File: config.mk
export PLATFORM = sky130hd
export DESIGN_NAME = rcss_sequencer
export DESIGN_NICKNAME = d
export VERILOG_FILES = /design/src/rtl/rcss_pkg.sv /design/src/rtl/rcss_tick.sv /design/src/rtl/rcss_sequencer.sv
export SDC_FILE = /design/constraint.sdc
export NUM_CORES = 1
export LEC_CHECK = 0
export ABC_CLOCK_PERIOD_IN_PS = 4900
export BUFFER_PORTS_ARGS = -buffer_cell sky130_fd_sc_hd__buf_2
export CORE_ASPECT_RATIO = 2
export CORE_MARGIN = 2
export CORE_UTILIZATION = 50
export CTS_CLUSTER_DIAMETER = 60
export DETAILED_ROUTE_END_ITERATION = 12
export PLACE_DENSITY = 0.69
export SYNTH_ARGS = -nofsm -noshare
export SYNTH_HDL_FRONTEND = slang
export SYNTH_SLANG_ARGS = --single-unit
File: constraint.sdc
create_clock -name clk_i -period 4.9 [get_ports clk_i]
set_input_delay 0.98 -clock clk_i [delete_from_list [all_inputs] [get_ports clk_i]]
set_output_delay 0.98 -clock clk_i [all_outputs]
set_load 0.02 [all_outputs]
File: src/rtl/rcss_pkg.sv
package rcss_pkg;
    localparam int NUM_CH = 10;
    localparam int CH_W = 4;
    localparam int CNT_W = 10;
    localparam logic [CH_W-1:0] CH_NONE = 4'h0;
    localparam logic [CH_W-1:0] CH_FIRST = 4'h1;
    localparam logic [CH_W-1:0] CH_LAST = 4'ha;
    localparam logic [CH_W-1:0] PAIR_OFFSET = 4'h5;
    localparam logic [CH_W-1:0] PAIR_LOW_MIN = 4'h2;
    localparam logic [CH_W-1:0] PAIR_LOW_MAX = 4'h5;
    localparam int CLK_HZ = 50_000_000;
    localparam int SETTLE_US = 100;
    localparam int SETTLE_CYC = SETTLE_US * (CLK_HZ / 1_000_000);
    localparam int DWELL_US = 200;
    localparam int DWELL_CYC = DWELL_US * (CLK_HZ / 1_000_000);
    localparam int REPEAT_MS = 250;
    localparam int REPEAT_CYC = REPEAT_MS * (CLK_HZ / 1_000);
    typedef enum logic [1:0] {
        RCSS_MODE_MANUAL,
        RCSS_MODE_STEP,
        RCSS_MODE_SCAN
    } rcss_mode_t;
    typedef enum logic [2:0] {
        RCSS_IDLE,
        RCSS_OPENING,
        RCSS_SETTLE,
        RCSS_CLOSING,
        RCSS_DWELL
    } rcss_state_t;
endpackage

File: src/rtl/rcss_tick.sv
`timescale 1ns/1ps
// Down-counter that fires one pulse when a loaded interval expires
module rcss_tick #(
    parameter int WIDTH = 24
) (
    input wire logic clk_i,
    input wire logic rstn_i,
    input wire logic load_i,
    input wire logic [WIDTH-1:0] value_i,
    output logic done_o
);
    logic [WIDTH-1:0] cnt_r;
    logic run_r;

    always_ff @(posedge clk_i or negedge rstn_i) begin
        if (!rstn_i) begin
            cnt_r <= '0;
            run_r <= 1'b0;
        end else if (load_i) begin
            cnt_r <= value_i;
            run_r <= 1'b1;
        end else if (run_r) begin
            if (cnt_r <= WIDTH'(1)) begin
                run_r <= 1'b0;
            end
            cnt_r <= cnt_r - WIDTH'(1);
        end
    end

    assign done_o = run_r && (cnt_r <= WIDTH'(1)) && !load_i;
endmodule // rcss_tick

File: src/rtl/rcss_sequencer.sv
`timescale 1ns/1ps
// Summary of operation
// - Close directly selected channel one to ten
// - Open old channel, settle, then close new
// - Four-wire mode closes channel two to five and partner
// - Partner pairs are low channel plus five
// - Open command opens everything immediately
// - Step-up and step-down move one channel
// - Held step request keeps advancing channels
// - Per-channel indicator shows closed channel
// - Step mode triggers after each closure
// - Step mode ends at reading count closures
// - Scan mode triggers once per pass
// - Scan passes cover at least reading count
// - Scan ends after last channel of last pass
// - Halt leaves step or scan mode
// - List length is last minus first plus one
// - Stepping wraps from last list channel to first
module rcss_sequencer #(
    parameter int SETTLE_CYCLES = rcss_pkg::SETTLE_CYC,
    parameter int DWELL_CYCLES = rcss_pkg::DWELL_CYC,
    parameter int REPEAT_CYCLES = rcss_pkg::REPEAT_CYC
) (
    input wire logic clk_i,
    input wire logic rstn_i,
    input wire logic [rcss_pkg::CH_W-1:0] sel_channel_i,
    input wire logic close_i,
    input wire logic open_all_i,
    input wire logic step_up_i,
    input wire logic step_down_i,
    input wire logic four_wire_i,
    input wire logic [rcss_pkg::CH_W-1:0] first_channel_i,
    input wire logic [rcss_pkg::CH_W-1:0] last_channel_i,
    input wire logic [rcss_pkg::CNT_W-1:0] reading_count_i,
    input wire logic start_step_i,
    input wire logic start_scan_i,
    input wire logic halt_i,
    output logic [rcss_pkg::NUM_CH-1:0] relay_o,
    output logic [rcss_pkg::NUM_CH-1:0] indicator_o,
    output logic [rcss_pkg::CH_W-1:0] closed_channel_o,
    output logic trigger_o,
    output logic busy_o,
    output logic [1:0] mode_o
);
    import rcss_pkg::*;

    localparam int TW = 24;

    rcss_state_t state_r;
    rcss_mode_t mode_r;
    logic [CH_W-1:0] cur_r;
    logic [CH_W-1:0] target_r;
    logic [CNT_W-1:0] done_cnt_r;
    logic [CNT_W-1:0] pass_pos_r;
    logic [TW-1:0] repeat_cnt_r;
    logic tmr_load;
    logic [TW-1:0] tmr_val;
    logic tmr_done;
    logic held;
    logic repeat_fire;
    logic [CNT_W-1:0] list_len;
    logic [CH_W-1:0] up_ch;
    logic [CH_W-1:0] dn_ch;
    logic [CH_W-1:0] list_next;
    logic last_closure;
    logic pass_end;
    rcss_state_t state_nxt;
    logic start_any;
    logic close_ok;
    logic dwell_end;
    logic abort;
    logic [NUM_CH-1:0] close_mask;

    ////////////////////////////////////////////////////////////////////////
    // Helpers

    function automatic logic [NUM_CH-1:0] ch_mask(input logic [CH_W-1:0] ch,
                                                  input logic fw);
        logic [NUM_CH-1:0] m;
        m = '0;
        if (ch >= CH_FIRST && ch <= CH_LAST) begin
            m[ch - CH_FIRST] = 1'b1;
            if (fw && ch >= PAIR_LOW_MIN && ch <= PAIR_LOW_MAX) begin
                m[ch + PAIR_OFFSET - CH_FIRST] = 1'b1;
            end
        end
        return m;
    endfunction

    assign list_len = CNT_W'(last_channel_i - first_channel_i) + CNT_W'(1);
    assign up_ch = (cur_r >= CH_LAST || cur_r == CH_NONE) ? CH_FIRST
                                                           : cur_r + CH_FIRST;
    assign dn_ch = (cur_r <= CH_FIRST) ? CH_LAST : cur_r - CH_FIRST;
    assign list_next = (cur_r >= last_channel_i) ? first_channel_i
                                                  : cur_r + CH_FIRST;
    assign pass_end = (pass_pos_r + CNT_W'(1)) >= list_len;
    // Step ends at the count; scan only at a pass boundary at or past the count
    assign last_closure = (mode_r == RCSS_MODE_STEP)
                        ? (done_cnt_r + CNT_W'(1)) >= reading_count_i
                        : pass_end && (done_cnt_r + CNT_W'(1)) >= reading_count_i;

    ////////////////////////////////////////////////////////////////////////
    // Key repeat: a held step request fires again every repeat interval

    assign held = (step_up_i ^ step_down_i) && mode_r == RCSS_MODE_MANUAL;
    always_ff @(posedge clk_i or negedge rstn_i) begin
        if (!rstn_i) begin
            repeat_cnt_r <= '0;
        end else if (!held || repeat_fire) begin
            repeat_cnt_r <= '0;
        end else begin
            repeat_cnt_r <= repeat_cnt_r + TW'(1);
        end
    end
    // First press acts at once, then at the repeat rate
    assign repeat_fire = held && state_r == RCSS_IDLE
                      && (repeat_cnt_r == '0 || repeat_cnt_r >= TW'(REPEAT_CYCLES));

    ////////////////////////////////////////////////////////////////////////
    // Interval timer shared by settle and dwell

    rcss_tick #(
        .WIDTH(TW)
    ) u_tick (
        .clk_i(clk_i),
        .rstn_i(rstn_i),
        .load_i(tmr_load),
        .value_i(tmr_val),
        .done_o(tmr_done)
    );

    always_comb begin
        tmr_load = 1'b0;
        tmr_val = TW'(SETTLE_CYCLES);
        if (state_r == RCSS_OPENING) begin
            tmr_load = 1'b1;
        end else if (state_r == RCSS_CLOSING && mode_r != RCSS_MODE_MANUAL) begin
            tmr_load = 1'b1;
            tmr_val = TW'(DWELL_CYCLES);
        end
    end

    ////////////////////////////////////////////////////////////////////////
    // Sequence control

    assign start_any = start_step_i || start_scan_i;
    assign close_ok = mode_r == RCSS_MODE_MANUAL && close_i
                   && sel_channel_i >= CH_FIRST && sel_channel_i <= CH_LAST;
    assign dwell_end = state_r == RCSS_DWELL && tmr_done;
    assign abort = halt_i || open_all_i;

    // Halt and open-all win over any request taken in the same cycle
    always_comb begin
        state_nxt = state_r;
        if (abort) begin
            state_nxt = RCSS_IDLE;
        end else begin
            unique case (state_r)
                RCSS_IDLE: begin
                    if (start_any) begin
                        state_nxt = RCSS_OPENING;
                    end else if (close_ok) begin
                        // Same channel again needs no break and settle
                        state_nxt = (sel_channel_i == cur_r) ? RCSS_CLOSING
                                                             : RCSS_OPENING;
                    end else if (repeat_fire) begin
                        state_nxt = RCSS_OPENING;
                    end
                end
                RCSS_OPENING: begin
                    state_nxt = RCSS_SETTLE;
                end
                RCSS_SETTLE: begin
                    if (tmr_done) begin
                        state_nxt = RCSS_CLOSING;
                    end
                end
                RCSS_CLOSING: begin
                    state_nxt = (mode_r == RCSS_MODE_MANUAL) ? RCSS_IDLE : RCSS_DWELL;
                end
                RCSS_DWELL: begin
                    if (tmr_done) begin
                        state_nxt = last_closure ? RCSS_IDLE : RCSS_OPENING;
                    end
                end
            endcase
        end
    end

    always_ff @(posedge clk_i or negedge rstn_i) begin
        if (!rstn_i) begin
            state_r <= RCSS_IDLE;
        end else begin
            state_r <= state_nxt;
        end
    end

    always_ff @(posedge clk_i or negedge rstn_i) begin
        if (!rstn_i) begin
            mode_r <= RCSS_MODE_MANUAL;
        end else if (abort) begin
            mode_r <= RCSS_MODE_MANUAL;
        end else if (state_r == RCSS_IDLE && start_any) begin
            // Step wins when both starts arrive together
            mode_r <= start_step_i ? RCSS_MODE_STEP : RCSS_MODE_SCAN;
        end else if (dwell_end && last_closure) begin
            mode_r <= RCSS_MODE_MANUAL;
        end
    end

    always_ff @(posedge clk_i or negedge rstn_i) begin
        if (!rstn_i) begin
            target_r <= CH_NONE;
        end else if (!abort) begin
            if (state_r == RCSS_IDLE && start_any) begin
                target_r <= first_channel_i;
            end else if (state_r == RCSS_IDLE && close_ok) begin
                target_r <= sel_channel_i;
            end else if (repeat_fire) begin
                target_r <= step_up_i ? up_ch : dn_ch;
            end else if (dwell_end && !last_closure) begin
                target_r <= list_next;
            end
        end
    end

    always_ff @(posedge clk_i or negedge rstn_i) begin
        if (!rstn_i) begin
            done_cnt_r <= '0;
            pass_pos_r <= '0;
        end else if (!abort) begin
            if (state_r == RCSS_IDLE && start_any) begin
                done_cnt_r <= '0;
                pass_pos_r <= '0;
            end else if (dwell_end) begin
                done_cnt_r <= done_cnt_r + CNT_W'(1);
                pass_pos_r <= pass_end ? '0 : pass_pos_r + CNT_W'(1);
            end
        end
    end

    ////////////////////////////////////////////////////////////////////////
    // Relay drive and indicators

    assign close_mask = ch_mask(target_r, four_wire_i);

    // Open-all beats halt; a halt alone leaves the relays as they stand
    always_ff @(posedge clk_i or negedge rstn_i) begin
        if (!rstn_i) begin
            relay_o <= '0;
        end else if (open_all_i) begin
            relay_o <= '0;
        end else if (!halt_i) begin
            if (state_r == RCSS_OPENING) begin
                relay_o <= '0;
            end else if (state_r == RCSS_CLOSING) begin
                // The pair one/six is never requested by the controller
                relay_o <= close_mask;
            end
        end
    end

    always_ff @(posedge clk_i or negedge rstn_i) begin
        if (!rstn_i) begin
            indicator_o <= '0;
        end else if (open_all_i) begin
            indicator_o <= '0;
        end else if (!halt_i) begin
            if (state_r == RCSS_OPENING) begin
                indicator_o <= '0;
            end else if (state_r == RCSS_CLOSING) begin
                indicator_o <= close_mask;
            end
        end
    end

    always_ff @(posedge clk_i or negedge rstn_i) begin
        if (!rstn_i) begin
            cur_r <= CH_NONE;
        end else if (open_all_i) begin
            cur_r <= CH_NONE;
        end else if (!halt_i) begin
            if (state_r == RCSS_OPENING) begin
                cur_r <= CH_NONE;
            end else if (state_r == RCSS_CLOSING) begin
                cur_r <= target_r;
            end
        end
    end

    assign closed_channel_o = cur_r;

    ////////////////////////////////////////////////////////////////////////
    // Output trigger

    always_ff @(posedge clk_i or negedge rstn_i) begin
        if (!rstn_i) begin
            trigger_o <= 1'b0;
        end else if (abort) begin
            trigger_o <= 1'b0;
        end else if (dwell_end) begin
            // Scan triggers only at the end of a pass
            trigger_o <= (mode_r == RCSS_MODE_STEP)
                      || (mode_r == RCSS_MODE_SCAN && pass_end);
        end else begin
            trigger_o <= 1'b0;
        end
    end

    assign busy_o = state_r != RCSS_IDLE;
    assign mode_o = mode_r;
endmodule // rcss_sequencer

==> metrics.md <==
| Metric | Value |
|---|---|
| Initial antenna violation count | 0 |
| # DRC | 0 |
| Clk sink count | slightly above 90 |
| Synth area leader | dfrtp_1 |
| Setup-failing EPs final | 0 |
| Clock Pin Slew Worst Setup and Hold Paths | ~60 ps |
| Antenna Nets Post-Route | 0 |
| Max Fclk | between 0.2 and 0.25 GHz |
| Post-Route WL | 13500 um |
| Synth-to-layout area growth | 11.4% |
| Number of nets in the layout | 791 |
| Area fraction of the dominant cell type after synthesis | 38.3% |
| Final Max Slew Viols | 0 |
| Starting Density | roughly half |
| Crit Path Class | primary input to register |
| Data required time of the critical path | 5130 ps |
| Mean routed wirelength per cell | around 15 um |
| Crit-path max FO | 6 |
| Diodes inserted | 0 |
| Number of H-tree levels | 3 |
| Critical path, cell by cell | buf_2, inv_1, ha_1, inv_1, fa_1, xor2_1, nand3_1, or4bb_1, nand3_1, ha_1, o21ai_0, o21ai_0, a221oi_1, a32oi_1, o31ai_2, a21oi_2, mux2_2 |
| Port Buf Inserts | 59 |
| Post-Synthesis Cells | roughly 680 |
| Leakage | between 3 and 4 nW |
| Worst Skew | a little over 10 ps |
| EDFF count, synth | 0 |
| Worst Tran Pin Value | ~990 ps |
| Fin crit period | between 4000 and 5000 ps |
| Worst vdd ir | between 0.15 and 0.2 mV |
| Tot GR Track Use | a little over a fifth |
| Pin count of the biggest net entering global routing | 64 |
| Yosys warns | 0 |
| Clk buf depth | 2 |
| Placement-stage cell area | about 6400 um2 |
| Prevailing post-synth register cell | dfrtp_1 |
| Startpoint types | primary input |
| Pwr Density | between 300 and 400 nW/um2 |
| Core Area | ~12000 um2 |
| #FFs+latches synth | slightly above 90 |
| Grt peak-use layer | met2 |
| Final Core Density | 56.5% |
| Mean Syn Cell Area | 9.00 um2 |
| Run status | finished clean |
| CP max stage delay | around 540 ps |
| First-pass GRT wire length | between 20000 and 25000 um |
| Final hold vios | 0 |
| Layout cells sized above 1 | about an eighth |
| Fin crit share | just over 90% |
| GP Congestion | around 0.9 |
| Met3 Usage GRT | ~4.4% |
| Max-cap violations | 0 |
| Synth area leaders | dfrtp_1 (38%), ha_1 (7.8%), xnor2_1 (5.8%) |
| Initial DRT Pass Iterations | 4 |
| Site Rows | 57 |
| Total number of vias | between 5000 and 6000 |
| Synthesized area | 6080 um2 |
| Post-CTS Hold Fix Bufs | 0 |
| PostCTS Resize Cnt | 0 |
| Final-layout fill cell count | about 1100 |
| Worst Hold Class | register to register |
| Worst skew pair latency | around 340 ps |
| I/O pin count | 60 |
| CTS tree | done |
| CP Capture Type | register |
| Sequential fraction of the synthesis area | roughly two fifths |
| Post-route cell area | between 6000 and 7000 um2 |
| WP data arrival | 4750 ps |
| Drt initial violations | around 290 |
| Die Area | 13100 um2 |
| Chip height | approximately 160 um |
| Relative slew slack | between 30% and 40% |
| DR vias/cell | slightly below 6 |
| Syn nets | about 750 |
| RSZ-0062 raised after global routing | false |
| Num CTS Buffers | 9 |
| DP HPWL | 9900 um |
| Register Area | roughly 2300 um2 |
| Asr flop ratio synth | 100% |
| Vias in the first global route | around 4800 |
| CP max-delay cell | a32oi_1 |
| Library cells used by synthesis | 65 |
| Setup bufs post-CTS | 0 |
| Multi-input combinational cell area | roughly 3400 um2 |
| GR Layer Usage met2 | 34.0% |
| Root buffer cell | clkbuf_16 |
| M1 GR Usage | between 30% and 40% |
| Gr ovfl total | 0 |
| Die Span X | around 82 um |
==> report_power, final <==
part / switching, mW / internal [mW]
logic: 0.265 / 0.187
registers: 0.0836 / 0.822
clock network: 0.292 / 0.463
total: 0.640 / 1.47
==> cell usage after synthesis (6+ instances only) <==
library cell,number
nand2b_1,8
a31oi_1,9
xor2_1,24
xnor2_1,40
and3_1,9
a21oi_1,22
dfrtp_1,93
buf_4,10
nor4_1,14
o21ai_0,33
mux2i_1,6
ha_1,38
inv_1,44
nand2_1,39
clkbuf_1,16
nor3_1,18
nand4_1,8
a22o_1,23
nand3_1,40
nor2_1,79
nor2b_1,8
a211oi_1,6
or3_1,10
==> worst paths after layout <==
kind                                   startpoint         endpoint  slack, ps  depth (start not counted)
worst min-delay path              repeat_cnt_r[0]  repeat_cnt_r[0]        460                          1
worst min register to register    repeat_cnt_r[0]  repeat_cnt_r[0]        460                          1
worst max register to register      pass_pos_r[0]      target_r[3]       1480                         11
max in group asynchronous                  rstn_i  repeat_cnt_r[8]       3240                          2
min in group asynchronous                  rstn_i    done_cnt_r[2]        730                          1
worst max-delay path            last_channel_i[0]      target_r[3]        380                         17
==> sequential cells by signal (all words and copies together), names as in the netlist <==
signal / flops
repeat_cnt_r: 24
u_tick.cnt_r: 24
done_cnt_r: 10
indicator_o: 10
pass_pos_r: 10
closed_channel_o: 4
target_r: 4
state_r: 3
mode_o: 2
trigger_o: 1
u_tick.run_r: 1
==> per-stage QoR <==
step	hold WS, ps	instances	total power, mW	setup WS [ps]	setup TNS, ps
floorplan	432	676	1.24	446	0
global placement	452	856	1.36	87.7	0
global route	497	872	2.23	41.6	0
finish	464	872	2.11	379	0
CTS	461	872	2.13	327	0
detailed placement	456	856	1.37	-18.3	-43.9
==> routing by layer <==
metal | vias up | share of wire, %
met4 | 0 | 1.6
met3 | 16 | 4.9
met1 | 2401 | 46
li1 | 2505 | -
met5 | - | 0
met2 | 133 | 48
==> cells in the final DEF, fill, tap and decap left out, types with 5 or more instances in the layout <==
cell       Yosys  routed
o21ai_0       33      32
a21oi_1       22      21
xor2_1        24      24
a22o_1        23      23
nand3_1       40      40
and3_1         9       9
xnor2_1       40      40
a31oi_1        9       9
nor3_1        18      18
a211oi_1       6       6
buf_2          3      58
dfrtp_1       93      93
inv_1         44      44
nor2b_1        8       8
nand2_1       39      39
mux2_2         5       5
nand4_1        8       8
clkbuf_16      0       9
nor4_1        14      14
or3_1         10      10
mux2i_1        6       6
ha_1          38      38
buf_4         10       5
nor2_1        79      79
nand2b_1       8       8
==> kinds of logic after synthesis <==
logic type,synth area share [%]
AO/OA/AOI/OAI,15.6
XOR/XNOR,9.21
adder cells (fa/ha/maj),8.14
buffers and inverters,5.24
flip-flops,38.3
multiplexers,1.91
AND/OR/NAND/NOR,21.6
==> worst max-delay path, delay by kind of cell <==
family          cells  cell delay, ps
buf+inv             3             210
mux                 1             370
xor+xnor            1             270
simple gates        3             860
compound gates      6            1340
fa+ha+maj           3             710
==> final cells by class <==
type	instances	area share, %
multi-input cells	509	50.9
flip-flops and latches	93	34.3
repair buffers	63	4.84
clock buffers	11	3.58
well taps	147	2.71
inverters	44	2.44
clock inverters	5	1.22
(Power assumes the default switching activity.)
